==> src/hdl/umc_defs.svh <==
`ifndef UMC_DEFS_SVH
`define UMC_DEFS_SVH
// ----------------------------------------
// mode word reset value and field positions
// ----------------------------------------
`define UMC_MODE_RESET 8'h00
`define UMC_LEN_LSB 2
`define UMC_PEN_BIT 4
`define UMC_EVEN_BIT 5
`define UMC_STOP_LSB 6
`define UMC_ESD_BIT 6
`define UMC_SCS_BIT 7
`define UMC_LEN_BASE 4'h5
// ----------------------------------------
// clock-to-bit-rate timing counts
// ----------------------------------------
`define UMC_DIV1 8'h01
`define UMC_DIV16 8'h10
`define UMC_DIV64 8'h40
`define UMC_FIRST16 8'h08
`define UMC_FIRST64 8'h20
`define UMC_EDGE16 8'h09
`define UMC_EDGE64 8'h21
`endif

==> src/hdl/umc_pkg.sv <==
package umc_pkg;
	typedef enum logic [1:0] {
		rate_sync = 2'h0,
		rate_x1 = 2'h1,
		rate_x16 = 2'h2,
		rate_x64 = 2'h3
	} umc_rate_t;
	typedef enum logic [1:0] {
		rx_idle = 2'h1,
		rx_run = 2'h2
	} umc_rx_state_t;
	typedef enum logic [2:0] {
		tx_idle = 3'h1,
		tx_wait = 3'h2,
		tx_run = 3'h4
	} umc_tx_state_t;
	typedef enum logic [2:0] {
		hunt_none = 3'h1,
		hunt_one = 3'h2,
		hunt_lock = 3'h4
	} umc_hunt_t;
endpackage : umc_pkg

==> src/hdl/umc_mode_config.sv <==
`timescale 1ns/1ps
`include "umc_defs.svh"
// ----------------------------------------
// ----------------------------------------
module umc_mode_config (
	input wire logic i_mclk,
	input wire logic i_rst,
	input wire logic i_cs_n,
	input wire logic i_wr_n,
	input wire logic i_cnd,
	input wire logic [7:0] i_din,
	input wire logic i_rxc_n,
	input wire logic i_txc_n,
	input wire logic i_rxd,
	input wire logic i_ext_sync,
	input wire logic i_sync_match,
	input wire logic i_sync_miss,
	input wire logic i_hunt,
	input wire logic i_tx_en,
	input wire logic i_int_reset,
	output logic [7:0] o_mode_word,
	output logic o_mode_loaded,
	output logic o_mode_bad,
	output logic o_sync_mode,
	output umc_pkg::umc_rate_t o_rate,
	output logic [3:0] o_char_len,
	output logic o_parity_en,
	output logic o_parity_even,
	output logic [1:0] o_stop_code,
	output logic o_ext_sync_sel,
	output logic o_single_sync,
	output logic o_sync_locked,
	output logic o_cmd_wr,
	output logic [7:0] o_cmd_data,
	output logic o_tx_wr,
	output logic o_rx_sample,
	output logic o_rx_bit,
	output logic o_rx_frame_end,
	output logic o_rx_false_start,
	output logic o_tx_shift,
	output logic o_tx_done,
	output logic o_tx_busy
);
	// ----------------------------------------
	// host write strobes and serial clock edges
	// ----------------------------------------
	logic wr_prev;
	logic rxc_prev;
	logic txc_prev;
	logic wr_act;
	logic wr_start;
	logic ctl_wr;
	logic data_wr;
	logic rxc_rise;
	logic txc_fall;

	// one strobe per write, taken on its first cycle
	assign wr_act = !i_cs_n && !i_wr_n;
	assign wr_start = wr_act && !wr_prev;
	assign ctl_wr = wr_start && i_cnd;
	assign data_wr = wr_start && !i_cnd;
	assign rxc_rise = i_rxc_n && !rxc_prev;
	assign txc_fall = !i_txc_n && txc_prev;

	// previous levels for edge detection
	always_ff @(posedge i_mclk or posedge i_rst) begin
		if (i_rst) begin
			wr_prev <= 1'b0;
			rxc_prev <= 1'b1;
			txc_prev <= 1'b1;
		end else begin
			wr_prev <= wr_act;
			rxc_prev <= i_rxc_n;
			txc_prev <= i_txc_n;
		end
	end

	// ----------------------------------------
	// mode word capture and control routing
	// ----------------------------------------
	// first control write after reset is the mode word
	always_ff @(posedge i_mclk or posedge i_rst) begin
		if (i_rst) begin
			o_mode_word <= `UMC_MODE_RESET;
			o_mode_loaded <= 1'b0;
			o_cmd_wr <= 1'b0;
			o_cmd_data <= 8'h00;
		end else begin
			o_cmd_wr <= 1'b0;
			if (i_int_reset) begin
				o_mode_loaded <= 1'b0;
			end else if (ctl_wr) begin
				if (!o_mode_loaded) begin
					o_mode_word <= i_din;
					o_mode_loaded <= 1'b1;
				end else begin
					o_cmd_wr <= 1'b1;
					o_cmd_data <= i_din;
				end
			end
		end
	end

	// transmit data write strobe
	always_ff @(posedge i_mclk or posedge i_rst) begin
		if (i_rst)
			o_tx_wr <= 1'b0;
		else
			o_tx_wr <= data_wr;
	end

	// ----------------------------------------
	// field decode
	// ----------------------------------------
	logic next_sync;
	logic [7:0] next_div;
	logic [7:0] next_stop_ticks;
	logic [3:0] next_rx_bits;
	logic [3:0] next_tx_bits;
	logic [3:0] len;
	logic [7:0] div;
	logic [7:0] stop_ticks;
	logic [3:0] rx_bits;
	logic [3:0] tx_bits;
	logic par;

	assign len = `UMC_LEN_BASE + {2'b00, o_mode_word[`UMC_LEN_LSB +: 2]};
	assign par = o_mode_word[`UMC_PEN_BIT];

	// frame sizes and timing from the mode word
	always_comb begin
		next_sync = o_mode_word[1:0] == 2'b00;
		case (o_mode_word[1:0])
			2'b10: next_div = `UMC_DIV16;
			2'b11: next_div = `UMC_DIV64;
			default: next_div = `UMC_DIV1;
		endcase
		case (o_mode_word[`UMC_STOP_LSB +: 2])
			2'b10: next_stop_ticks = next_div + {1'b0, next_div[7:1]};
			2'b11: next_stop_ticks = {next_div[6:0], 1'b0};
			default: next_stop_ticks = next_div;
		endcase
		if (next_sync) begin
			next_stop_ticks = next_div;
			next_rx_bits = len + {3'h0, par};
			next_tx_bits = len + {3'h0, par};
		end else begin
			next_rx_bits = len + {3'h0, par} + 4'h2;
			next_tx_bits = len + {3'h0, par} + 4'h2;
		end
	end

	// registered field decode
	always_ff @(posedge i_mclk or posedge i_rst) begin
		if (i_rst) begin
			o_sync_mode <= 1'b1;
			o_rate <= umc_pkg::rate_sync;
			o_char_len <= `UMC_LEN_BASE;
			o_parity_en <= 1'b0;
			o_parity_even <= 1'b0;
			o_stop_code <= 2'b00;
			o_ext_sync_sel <= 1'b0;
			o_single_sync <= 1'b0;
			o_mode_bad <= 1'b0;
			div <= `UMC_DIV1;
			stop_ticks <= `UMC_DIV1;
			rx_bits <= 4'h0;
			tx_bits <= 4'h0;
		end else begin
			o_sync_mode <= next_sync;
			o_rate <= umc_pkg::umc_rate_t'(o_mode_word[1:0]);
			o_char_len <= len;
			o_parity_en <= par;
			o_parity_even <= par && o_mode_word[`UMC_EVEN_BIT];
			o_stop_code <= next_sync ? 2'b00 : o_mode_word[`UMC_STOP_LSB +: 2];
			o_ext_sync_sel <= next_sync && o_mode_word[`UMC_ESD_BIT];
			o_single_sync <= next_sync && o_mode_word[`UMC_SCS_BIT];
			o_mode_bad <= o_mode_loaded && !next_sync
				&& o_mode_word[`UMC_STOP_LSB +: 2] == 2'b00;
			div <= next_div;
			stop_ticks <= next_stop_ticks;
			rx_bits <= next_rx_bits;
			tx_bits <= next_tx_bits;
		end
	end

	// ----------------------------------------
	// sync acquisition
	// ----------------------------------------
	umc_pkg::umc_hunt_t hunt;
	logic rx_run;

	// character count to lock, or external indication
	always_ff @(posedge i_mclk or posedge i_rst) begin
		if (i_rst) begin
			hunt <= umc_pkg::hunt_none;
		end else if (!o_sync_mode || i_hunt) begin
			hunt <= umc_pkg::hunt_none;
		end else if (o_ext_sync_sel) begin
			if (i_ext_sync)
				hunt <= umc_pkg::hunt_lock;
		end else begin
			case (hunt)
				umc_pkg::hunt_none: begin
					if (i_sync_match)
						hunt <= o_single_sync ? umc_pkg::hunt_lock : umc_pkg::hunt_one;
				end
				umc_pkg::hunt_one: begin
					if (i_sync_match)
						hunt <= umc_pkg::hunt_lock;
					else if (i_sync_miss)
						hunt <= umc_pkg::hunt_none;
				end
				umc_pkg::hunt_lock: hunt <= umc_pkg::hunt_lock;
				default: hunt <= umc_pkg::hunt_none;
			endcase
		end
	end

	// lock flag for the host side
	always_ff @(posedge i_mclk or posedge i_rst) begin
		if (i_rst)
			o_sync_locked <= 1'b0;
		else
			o_sync_locked <= hunt == umc_pkg::hunt_lock;
	end

	// external sync gates reception, internal hunt needs every bit
	assign rx_run = !o_ext_sync_sel || hunt == umc_pkg::hunt_lock;

	// ----------------------------------------
	// receive and transmit timing, one shared rate
	// ----------------------------------------
	umc_rx_timing u_rx (
		.i_mclk(i_mclk),
		.i_rst(i_rst),
		.i_rise(rxc_rise),
		.i_rxd(i_rxd),
		.i_rate(o_rate),
		.i_sync_run(rx_run),
		.i_bits(rx_bits),
		.o_sample(o_rx_sample),
		.o_bit(o_rx_bit),
		.o_frame_end(o_rx_frame_end),
		.o_false_start(o_rx_false_start)
	);

	umc_tx_timing u_tx (
		.i_mclk(i_mclk),
		.i_rst(i_rst),
		.i_fall(txc_fall),
		.i_load(data_wr),
		.i_enable(i_tx_en),
		.i_div(div),
		.i_bits(tx_bits),
		.i_stop_ticks(stop_ticks),
		.o_shift(o_tx_shift),
		.o_done(o_tx_done),
		.o_busy(o_tx_busy)
	);
endmodule : umc_mode_config

==> src/hdl/umc_rx_timing.sv <==
`timescale 1ns/1ps
`include "umc_defs.svh"
module umc_rx_timing (
	input wire logic i_mclk,
	input wire logic i_rst,
	input wire logic i_rise,
	input wire logic i_rxd,
	input wire umc_pkg::umc_rate_t i_rate,
	input wire logic i_sync_run,
	input wire logic [3:0] i_bits,
	output logic o_sample,
	output logic o_bit,
	output logic o_frame_end,
	output logic o_false_start
);
	umc_pkg::umc_rx_state_t state;
	logic [7:0] cnt;
	logic [3:0] left;
	logic [7:0] div;
	logic [7:0] rise_cnt;
	logic first_done;

	// bit period for the shared rate
	always_comb begin
		case (i_rate)
			umc_pkg::rate_x16: div = `UMC_DIV16;
			umc_pkg::rate_x64: div = `UMC_DIV64;
			default: div = `UMC_DIV1;
		endcase
	end

	// start detection and bit-centre sampling
	always_ff @(posedge i_mclk or posedge i_rst) begin
		if (i_rst) begin
			state <= umc_pkg::rx_idle;
			cnt <= 8'h00;
			left <= 4'h0;
			o_sample <= 1'b0;
			o_bit <= 1'b1;
			o_frame_end <= 1'b0;
			o_false_start <= 1'b0;
		end else begin
			o_sample <= 1'b0;
			o_frame_end <= 1'b0;
			o_false_start <= 1'b0;
			if (i_rate == umc_pkg::rate_sync) begin
				state <= umc_pkg::rx_idle;
				if (i_rise && i_sync_run) begin
					o_sample <= 1'b1;
					o_bit <= i_rxd;
				end
			end else begin
				case (state)
					umc_pkg::rx_idle: begin
						if (i_rise && !i_rxd) begin
							state <= umc_pkg::rx_run;
							left <= i_bits;
							if (i_rate == umc_pkg::rate_x1) begin
								o_sample <= 1'b1;
								o_bit <= 1'b0;
								left <= i_bits - 4'h1;
								cnt <= `UMC_DIV1;
							end else if (i_rate == umc_pkg::rate_x16) begin
								cnt <= `UMC_FIRST16;
							end else begin
								cnt <= `UMC_FIRST64;
							end
						end
					end
					umc_pkg::rx_run: begin
						if (i_rise) begin
							if (cnt == 8'h01) begin
								o_sample <= 1'b1;
								o_bit <= i_rxd;
								cnt <= div;
								left <= left - 4'h1;
								if (left == i_bits && i_rxd) begin
									o_false_start <= 1'b1;
									state <= umc_pkg::rx_idle;
								end else if (left == 4'h1) begin
									o_frame_end <= 1'b1;
									state <= umc_pkg::rx_idle;
								end
							end else begin
								cnt <= cnt - 8'h01;
							end
						end
					end
					default: state <= umc_pkg::rx_idle;
				endcase
			end
		end
	end

	// edge count since start detection, for checking only
	always_ff @(posedge i_mclk or posedge i_rst) begin
		if (i_rst) begin
			rise_cnt <= 8'h00;
			first_done <= 1'b1;
		end else if (state == umc_pkg::rx_idle && i_rise && !i_rxd) begin
			rise_cnt <= 8'h01;
			first_done <= 1'b0;
		end else begin
			if (i_rise && rise_cnt != 8'hFF)
				rise_cnt <= rise_cnt + 8'h01;
			if (o_sample)
				first_done <= 1'b1;
		end
	end
endmodule : umc_rx_timing

==> src/hdl/umc_tx_timing.sv <==
`timescale 1ns/1ps
module umc_tx_timing (
	input wire logic i_mclk,
	input wire logic i_rst,
	input wire logic i_fall,
	input wire logic i_load,
	input wire logic i_enable,
	input wire logic [7:0] i_div,
	input wire logic [3:0] i_bits,
	input wire logic [7:0] i_stop_ticks,
	output logic o_shift,
	output logic o_done,
	output logic o_busy
);
	umc_pkg::umc_tx_state_t state;
	logic [7:0] cnt;
	logic [3:0] left;
	logic [7:0] fall_cnt;
	logic [7:0] gap_len;
	logic gap_valid;

	// transmit bit pacing on falling clock edges
	always_ff @(posedge i_mclk or posedge i_rst) begin
		if (i_rst) begin
			state <= umc_pkg::tx_idle;
			cnt <= 8'h00;
			left <= 4'h0;
			o_shift <= 1'b0;
			o_done <= 1'b0;
			o_busy <= 1'b0;
		end else begin
			o_shift <= 1'b0;
			o_done <= 1'b0;
			case (state)
				umc_pkg::tx_idle: begin
					if (i_load) begin
						state <= umc_pkg::tx_wait;
						o_busy <= 1'b1;
					end
				end
				umc_pkg::tx_wait: begin
					if (i_fall && i_enable) begin
						o_shift <= 1'b1;
						cnt <= (i_bits == 4'h1) ? i_stop_ticks : i_div;
						left <= i_bits - 4'h1;
						state <= umc_pkg::tx_run;
					end
				end
				umc_pkg::tx_run: begin
					if (i_fall) begin
						if (cnt != 8'h01) begin
							cnt <= cnt - 8'h01;
						end else if (left == 4'h0) begin
							o_done <= 1'b1;
							o_busy <= 1'b0;
							state <= umc_pkg::tx_idle;
						end else begin
							o_shift <= 1'b1;
							left <= left - 4'h1;
							cnt <= (left == 4'h1) ? i_stop_ticks : i_div;
						end
					end
				end
				default: state <= umc_pkg::tx_idle;
			endcase
		end
	end

	// falling edges between shifts, for checking only
	always_ff @(posedge i_mclk or posedge i_rst) begin
		if (i_rst) begin
			fall_cnt <= 8'h00;
			gap_len <= 8'h00;
			gap_valid <= 1'b0;
		end else begin
			if (i_fall && fall_cnt != 8'hFF)
				fall_cnt <= fall_cnt + 8'h01;
			if (i_fall && state == umc_pkg::tx_wait && i_enable) begin
				fall_cnt <= 8'h00;
				gap_valid <= 1'b0;
			end else if (i_fall && state == umc_pkg::tx_run && cnt == 8'h01) begin
				fall_cnt <= 8'h00;
				gap_len <= fall_cnt + 8'h01;
				gap_valid <= left != 4'h0;
			end
		end
	end
endmodule : umc_tx_timing

==> config.mk <==
export PLATFORM = sky130hd
export DESIGN_NAME = umc_mode_config
export DESIGN_NICKNAME = d
export VERILOG_FILES = /design/src/hdl/umc_pkg.sv /design/src/hdl/umc_mode_config.sv /design/src/hdl/umc_rx_timing.sv /design/src/hdl/umc_tx_timing.sv
export VERILOG_INCLUDE_DIRS = /design/src /design/src/hdl
export SDC_FILE = /design/constraint.sdc
export NUM_CORES = 1
export LEC_CHECK = 0
export ABC_AREA = 1
export BUFFER_PORTS_ARGS = -buffer_cell sky130_fd_sc_hd__buf_2
export CORE_MARGIN = 2
export CORE_UTILIZATION = 53
export DETAILED_ROUTE_END_ITERATION = 16
export GPL_ROUTABILITY_DRIVEN = 0
export PLACE_DENSITY = 0.76
export SYNTH_ARGS = -nofsm -noshare
export SYNTH_HDL_FRONTEND = slang
export SYNTH_HIERARCHICAL = 1
export SYNTH_SLANG_ARGS = --single-unit
==> constraint.sdc <==
create_clock -name i_mclk -period 1.6 [get_ports i_mclk]
set_input_delay 0.32 -clock i_mclk [delete_from_list [all_inputs] [get_ports i_mclk]]
set_output_delay 0.32 -clock i_mclk [all_outputs]
set_load 0.02 [all_outputs]
# Word level (Yosys, flattened, before mapping)
# Index checks and enable logic that the tools add are counted.
# classes
addsub	9
eq_ne	40
muxes	94
n_bitwise	3
n_reduce_logical	47
# ops
cell	n
$mux 8	11
$pmux 8 s2	3
$mux 1	40
$mux 3	12
$mux 4	9
$pmux 7 s2	2
$reduce_and 5->1	4
$pmux 3 s3	2
$pmux 4 s2	2
$sub 8x1->8 const B	2
$logic_and 1x1->1	15
$eq 2x2->1 const B	7
$mux 2	7
$eq 4x1->1 const B	3
$ne 2x1->1 const B	6
$ne 3x1->1 const B	4
$reduce_and 4->1	3
$sub 4x1->4 const B	3
$logic_not 1->1	10
$reduce_and 3->1	3
$add 8x7->8	1
$eq 8x1->1 const B	1
$ne 2x2->1 const B	4
$ne 8x1->1 const B	1
22 further kinds	38
# word_totals
reg_bits	96
in_bits	22
output_inout_bits	41

# Depth between registers and ports, before layout
# depth
depth_word	7
ltp_mapped	12
mapped_depth_nobuf	11

# Hierarchy
# Netlist, hierarchy kept.
# modules_own_cells
module	instances	cells_per_inst	area_each_um2	seq_area_each_um2
umc_mode_config	1	200	2088.3	1361.3
umc_tx_timing	1	246	1570.3	451.7
umc_rx_timing	1	203	1473.9	452.9

# Worst setup path before layout
# No wires, ideal clock.
# synth_path
path_type	register -> register
from	reg o_mode_word[2]
to	reg tx_bits[2]
t_arrival_ns	1.692
t_required_ns	1.474
setup_slack_ns	-0.218
stages_incl_launch_ff	7
n_path_buf	0
period_less_slack_ns	1.818
cell_sequence	dfrtp_1 inv_1 ha_1 fa_1 ha_1 nand2_1 o21ai_0
# synth_between
elab_chain_len	4
# synth_lines
element	line_no	rtl
from (decl)	umc_mode_config.sv:21	output logic [7:0] o_mode_word,
from (signal assigned)	umc_mode_config.sv:84	o_mode_word <= `UMC_MODE_RESET;
from (signal assigned)	umc_mode_config.sv:94	o_mode_word <= i_din;
$add 3x2->4 (no source line) *	n/a	
net len[0]	umc_mode_config.sv:120	logic [3:0] len;
$add 4x1->4 *	n/a	
$add 4x2->4	n/a	
$mux 4 *	n/a	
net next_rx_bits[2]	umc_mode_config.sv:118	logic [3:0] next_rx_bits;
to (signal assigned)	umc_mode_config.sv:183	tx_bits <= next_tx_bits;
to (decl)	umc_mode_config.sv:124	logic [3:0] tx_bits;
# Mark *: on every way through the listed nets, which the timed path passes. The rest lies on a longest branch.
# A chain may end at the register's enable or synchronous reset.

# Worst setup path after layout
# layout_path
from	reg o_mode_word[4]
to	reg tx_bits[2]
# layout_between
elab_chain_len	3
# layout_lines
element	line_no
$add 4x1->4 *	n/a
$add 4x2->4	n/a
$mux 4 *	n/a
net next_rx_bits[2]	umc_mode_config.sv:118
# Marked as above.

==> flow_summary_export.csv <==
group,metric,value,unit
sta,hold_slack,0.0558,ns
critical_path,crit_slowest_cell,"fa_2",
clock_tree,cts_buffers,9,
finish,fillers,757,
critical_path,arrival,1.85,ns
finish,drive_above_1_share,27.7,%
route,route.met2.wl,5640,um
yosys,synth_top_area_share,38.5,%
sta,slew_viol_final,0,
yosys,yosysWarningCount,6,
grt,track_usage,23.6,%
placed_design,io_buffers,62,
route,wl_met3,569,um
floorplanning,die_area,10500,sq um
power,power,10.4,mW
yosys,ys_seq_elements,90,
clock_tree,clock_path_buffers,2,
yosys,syn_area,5130,sq um
finish,antenna_cells,0,
floorplanning,io_pins,63,
placed_design,dp_hpwl,8460,um
yosys,syn_avg_cell_area,7.91,sq um
grt,grt_pass1_wl,19500,um
run_status,status,"complete, but fails checks",
sta,min_period,1.61,ns
route,viasPerCell,5.12,
route,wl_per_cell,13.2,um
grt,grt-ovfl-total,0,
floorplanning,core,9330,sq um
critical_path,r2r-start,"o_mode_word[4]",
critical_path,cp_slowest_stage_delay,0.55,ns
finish,area_growth,21.6,%
critical_path,required,1.85,ns
power,ir_drop,0.941,mV
clock_tree,cts_root_buf,"clkbuf_8",
route,first_pass_iters,5,
route,dr.max_layer_used,"met4",
min_path,hp-class,"in2reg",
finish,fin_nets,808,
yosys,synth_edf_count,0,
placed_design,place_area,5770,sq um
route,wl_met1,5370,um
route,drt_iter0_drc,204,
sta,setup_ws,-0.00918,ns
yosys,yosysMostFrequentCell,"nand2_1",
route,vias,4597,
sta,max_freq,621,MHz
min_path,hold_depth,1,
critical_path,cp-end-kind,"flop",
sta,hold_viol_final,0,
critical_path,start_kind,"flop",
yosys,async_flop_share,100,%
power,powerDensity,1670,nW/um^2
run_status,violations,"negative setup slack",
yosys,ys_top_cells_by_area,"dfrtp_1 (39%), nand2_1 (14%), inv_1 (6.6%)",
grt,grt_max_degree,31,
critical_path,path_max_fanout,2,
sta,finalCritPeriodShare,101,%
job,drv_cap,0,
clock_tree,numClockSinks,90,
clock_tree,clkLatencyLatePin,0.37,ns
floorplanning,initial_utilization,55.0,%
critical_path,worst_r2r_endpoint,"tx_bits[2]",
sta,finClkSkew,0.0207,ns
grt,grt_pass1_vias,4300,
route,drc,0,
sta,setup_violations,1,
yosys,synth_cell_types,43,
min_path,min_to,"rxc_prev",
clock_tree,clk_pin_slew,0.10,ns
power,p_leak,3.30,nW
critical_path,worstSetupPathType,"reg2reg",
yosys,yosysSeqAreaShare,44.1,%
critical_path,path_buf_inv,0,
route,wl,11800,um
floorplanning,die_y,102,um
critical_path,critPathTopFamily,"adder cells",
critical_path,crit_path_frequent_cell,"ha_4",
route,ant_nets,0,
yosys,synth_flop_cell,"dfrtp_1",
critical_path,rrSetupSlack,-0.009,ns
grt,antenna_found_initial,0,
finish,fin_area,6240,sq um
floorplanning,row_count,35,
yosys,yosys-top-cells-count,"nand2_1 (197), inv_1 (90), dfrtp_1 (79), nand3_1 (56), nor2_1 (50)",
yosys,syn-instance-count,649,
clock_tree,cts_htree_levels,3,
sta,rsz0062_at_grt,"yes",
min_path,worstHoldStart,"i_rxc_n",
critical_path,r2r_cells,5,
floorplanning,die_w,102,um
critical_path,worstPathCellList,"ha_4 -> fa_2 -> ha_4 -> nand2_2 -> o21ai_1",
yosys,synth_area_leader_cell,"dfrtp_1",
clock_tree,cts_tree,"built",
## final cells by class
class	count	area (sq um)	share of cell area, %
well taps	129	161	2.59
inverters	95	370	5.93
flip-flops and latches	90	2270	36.3
repair buffers	99	598	9.58
clock buffers	9	124	1.98
multi-input cells	468	2650	42.5
clock inverters	7	67.6	1.08
## power by group
group / internal (mW) / switching, mW / leakage (nW) / total (mW)
clock: 0.611 / 0.922 / 0.0962 / 1.53
combinational: 2.01 / 3.33 / 2.07 / 5.34
sequential: 2.97 / 0.591 / 1.13 / 3.56
total: 5.60 / 4.84 / 3.30 / 10.4
## worst max path at each step
stage,startpoint,endpoint,slack (ns),cells past startpoint
2_1_floorplan,o_mode_word[2],tx_bits[2],-0.09,6
3_3_place_gp,u_rx/state[0],u_rx/cnt[7],-0.02,8
3_5_place_dp,u_rx/state[0],u_rx/left[1],-0.06,9
4_1_cts,o_mode_word[4],tx_bits[2],-0.006,5
5_1_grt,u_tx/cnt[1],u_tx/state[2],-0.06,9
6_report,o_mode_word[4],tx_bits[2],-0.009,5
## through the flow
| stage | util (%) | worst slack [ns] | TNS, ns | instances |
|---|---|---|---|---|
| 4_1_cts | 64.6 | -0.00636 | -0.00636 | 888 |
| 5_1_grt | 66.9 | -0.0584 | -0.324 | 897 |
| 2_1_floorplan | - | -0.0909 | -0.158 | 659 |
| 3_3_place_gp | 61.8 | -0.0241 | -0.0241 | 868 |
| 3_5_place_dp | 61.8 | -0.0555 | -0.257 | 868 |
| 6_report | 66.9 | -0.00918 | -0.00918 | 897 |
## registers in the layout, summed over array words and instances (netlist names), 4 cells and up
register,flops
o_mode_word,8
u_tx/left,4
o_char_len,4
u_rx/left,4
tx_bits,4
u_rx/cnt,8
o_cmd_data,8
stop_ticks,7
u_tx/cnt,8
## repair_timing
action                                 CTS  global route
setup buffers                            1             7
pin swaps                                3            12
endpoints found under the hold margin    4             0
hold buffers                             1             0
gates cloned                             2             2
gates resized for setup                  5            48
setup endpoints to repair               12            33
## worst register-to-register path: stages, from the launching register on
cell and delay (ns):
dfrtp_1 0.44, ha_4 0.18, fa_2 0.55, ha_4 0.20, nand2_2 0.06, o21ai_1 0.06
## kinds of logic after synthesis
logic type                 after synthesis  share of synthesized area, %
and+or+nand+nor                        351                          31.6
buffers and inverters                  105                          8.75
DFF                                     90                          44.1
AOI/OAI and AO/OA                       73                          8.58
adders and majority gates               23                          5.75
xor gates and xnor gates                 5                         0.853
other                                    1                        0.0731
muxes                                    1                         0.195
## placed cells by master, fill, tap and decap left out, drive strengths merged
master         n
nand2        206
nand3b         3
dfstp         11
mux2i          1
dfrtp         79
o22ai          2
a22oi          2
nand4         13
dlygate4sd3    1
nor3           2
or2            1
fa             1
ha            22
xor2           2
o21ai         52
clkinvlp       2
clkinv         1
buf           98
nor2          69
nor4           2
nand3         58
a2bb2oi        1
a211oi         1
conb          11
clkbuf         9
inv           99
a21oi         10
o21bai         3
o31ai          1
xnor2          3
o211ai         2
## per-layer routing
layer  track usage (%)  up-vias
met1              33.1     2162
met3              4.04       19
met5                 0        -
met2              36.9      136
li1                  -     2280
met4              9.13        0
(Power assumes the default switching activity.)
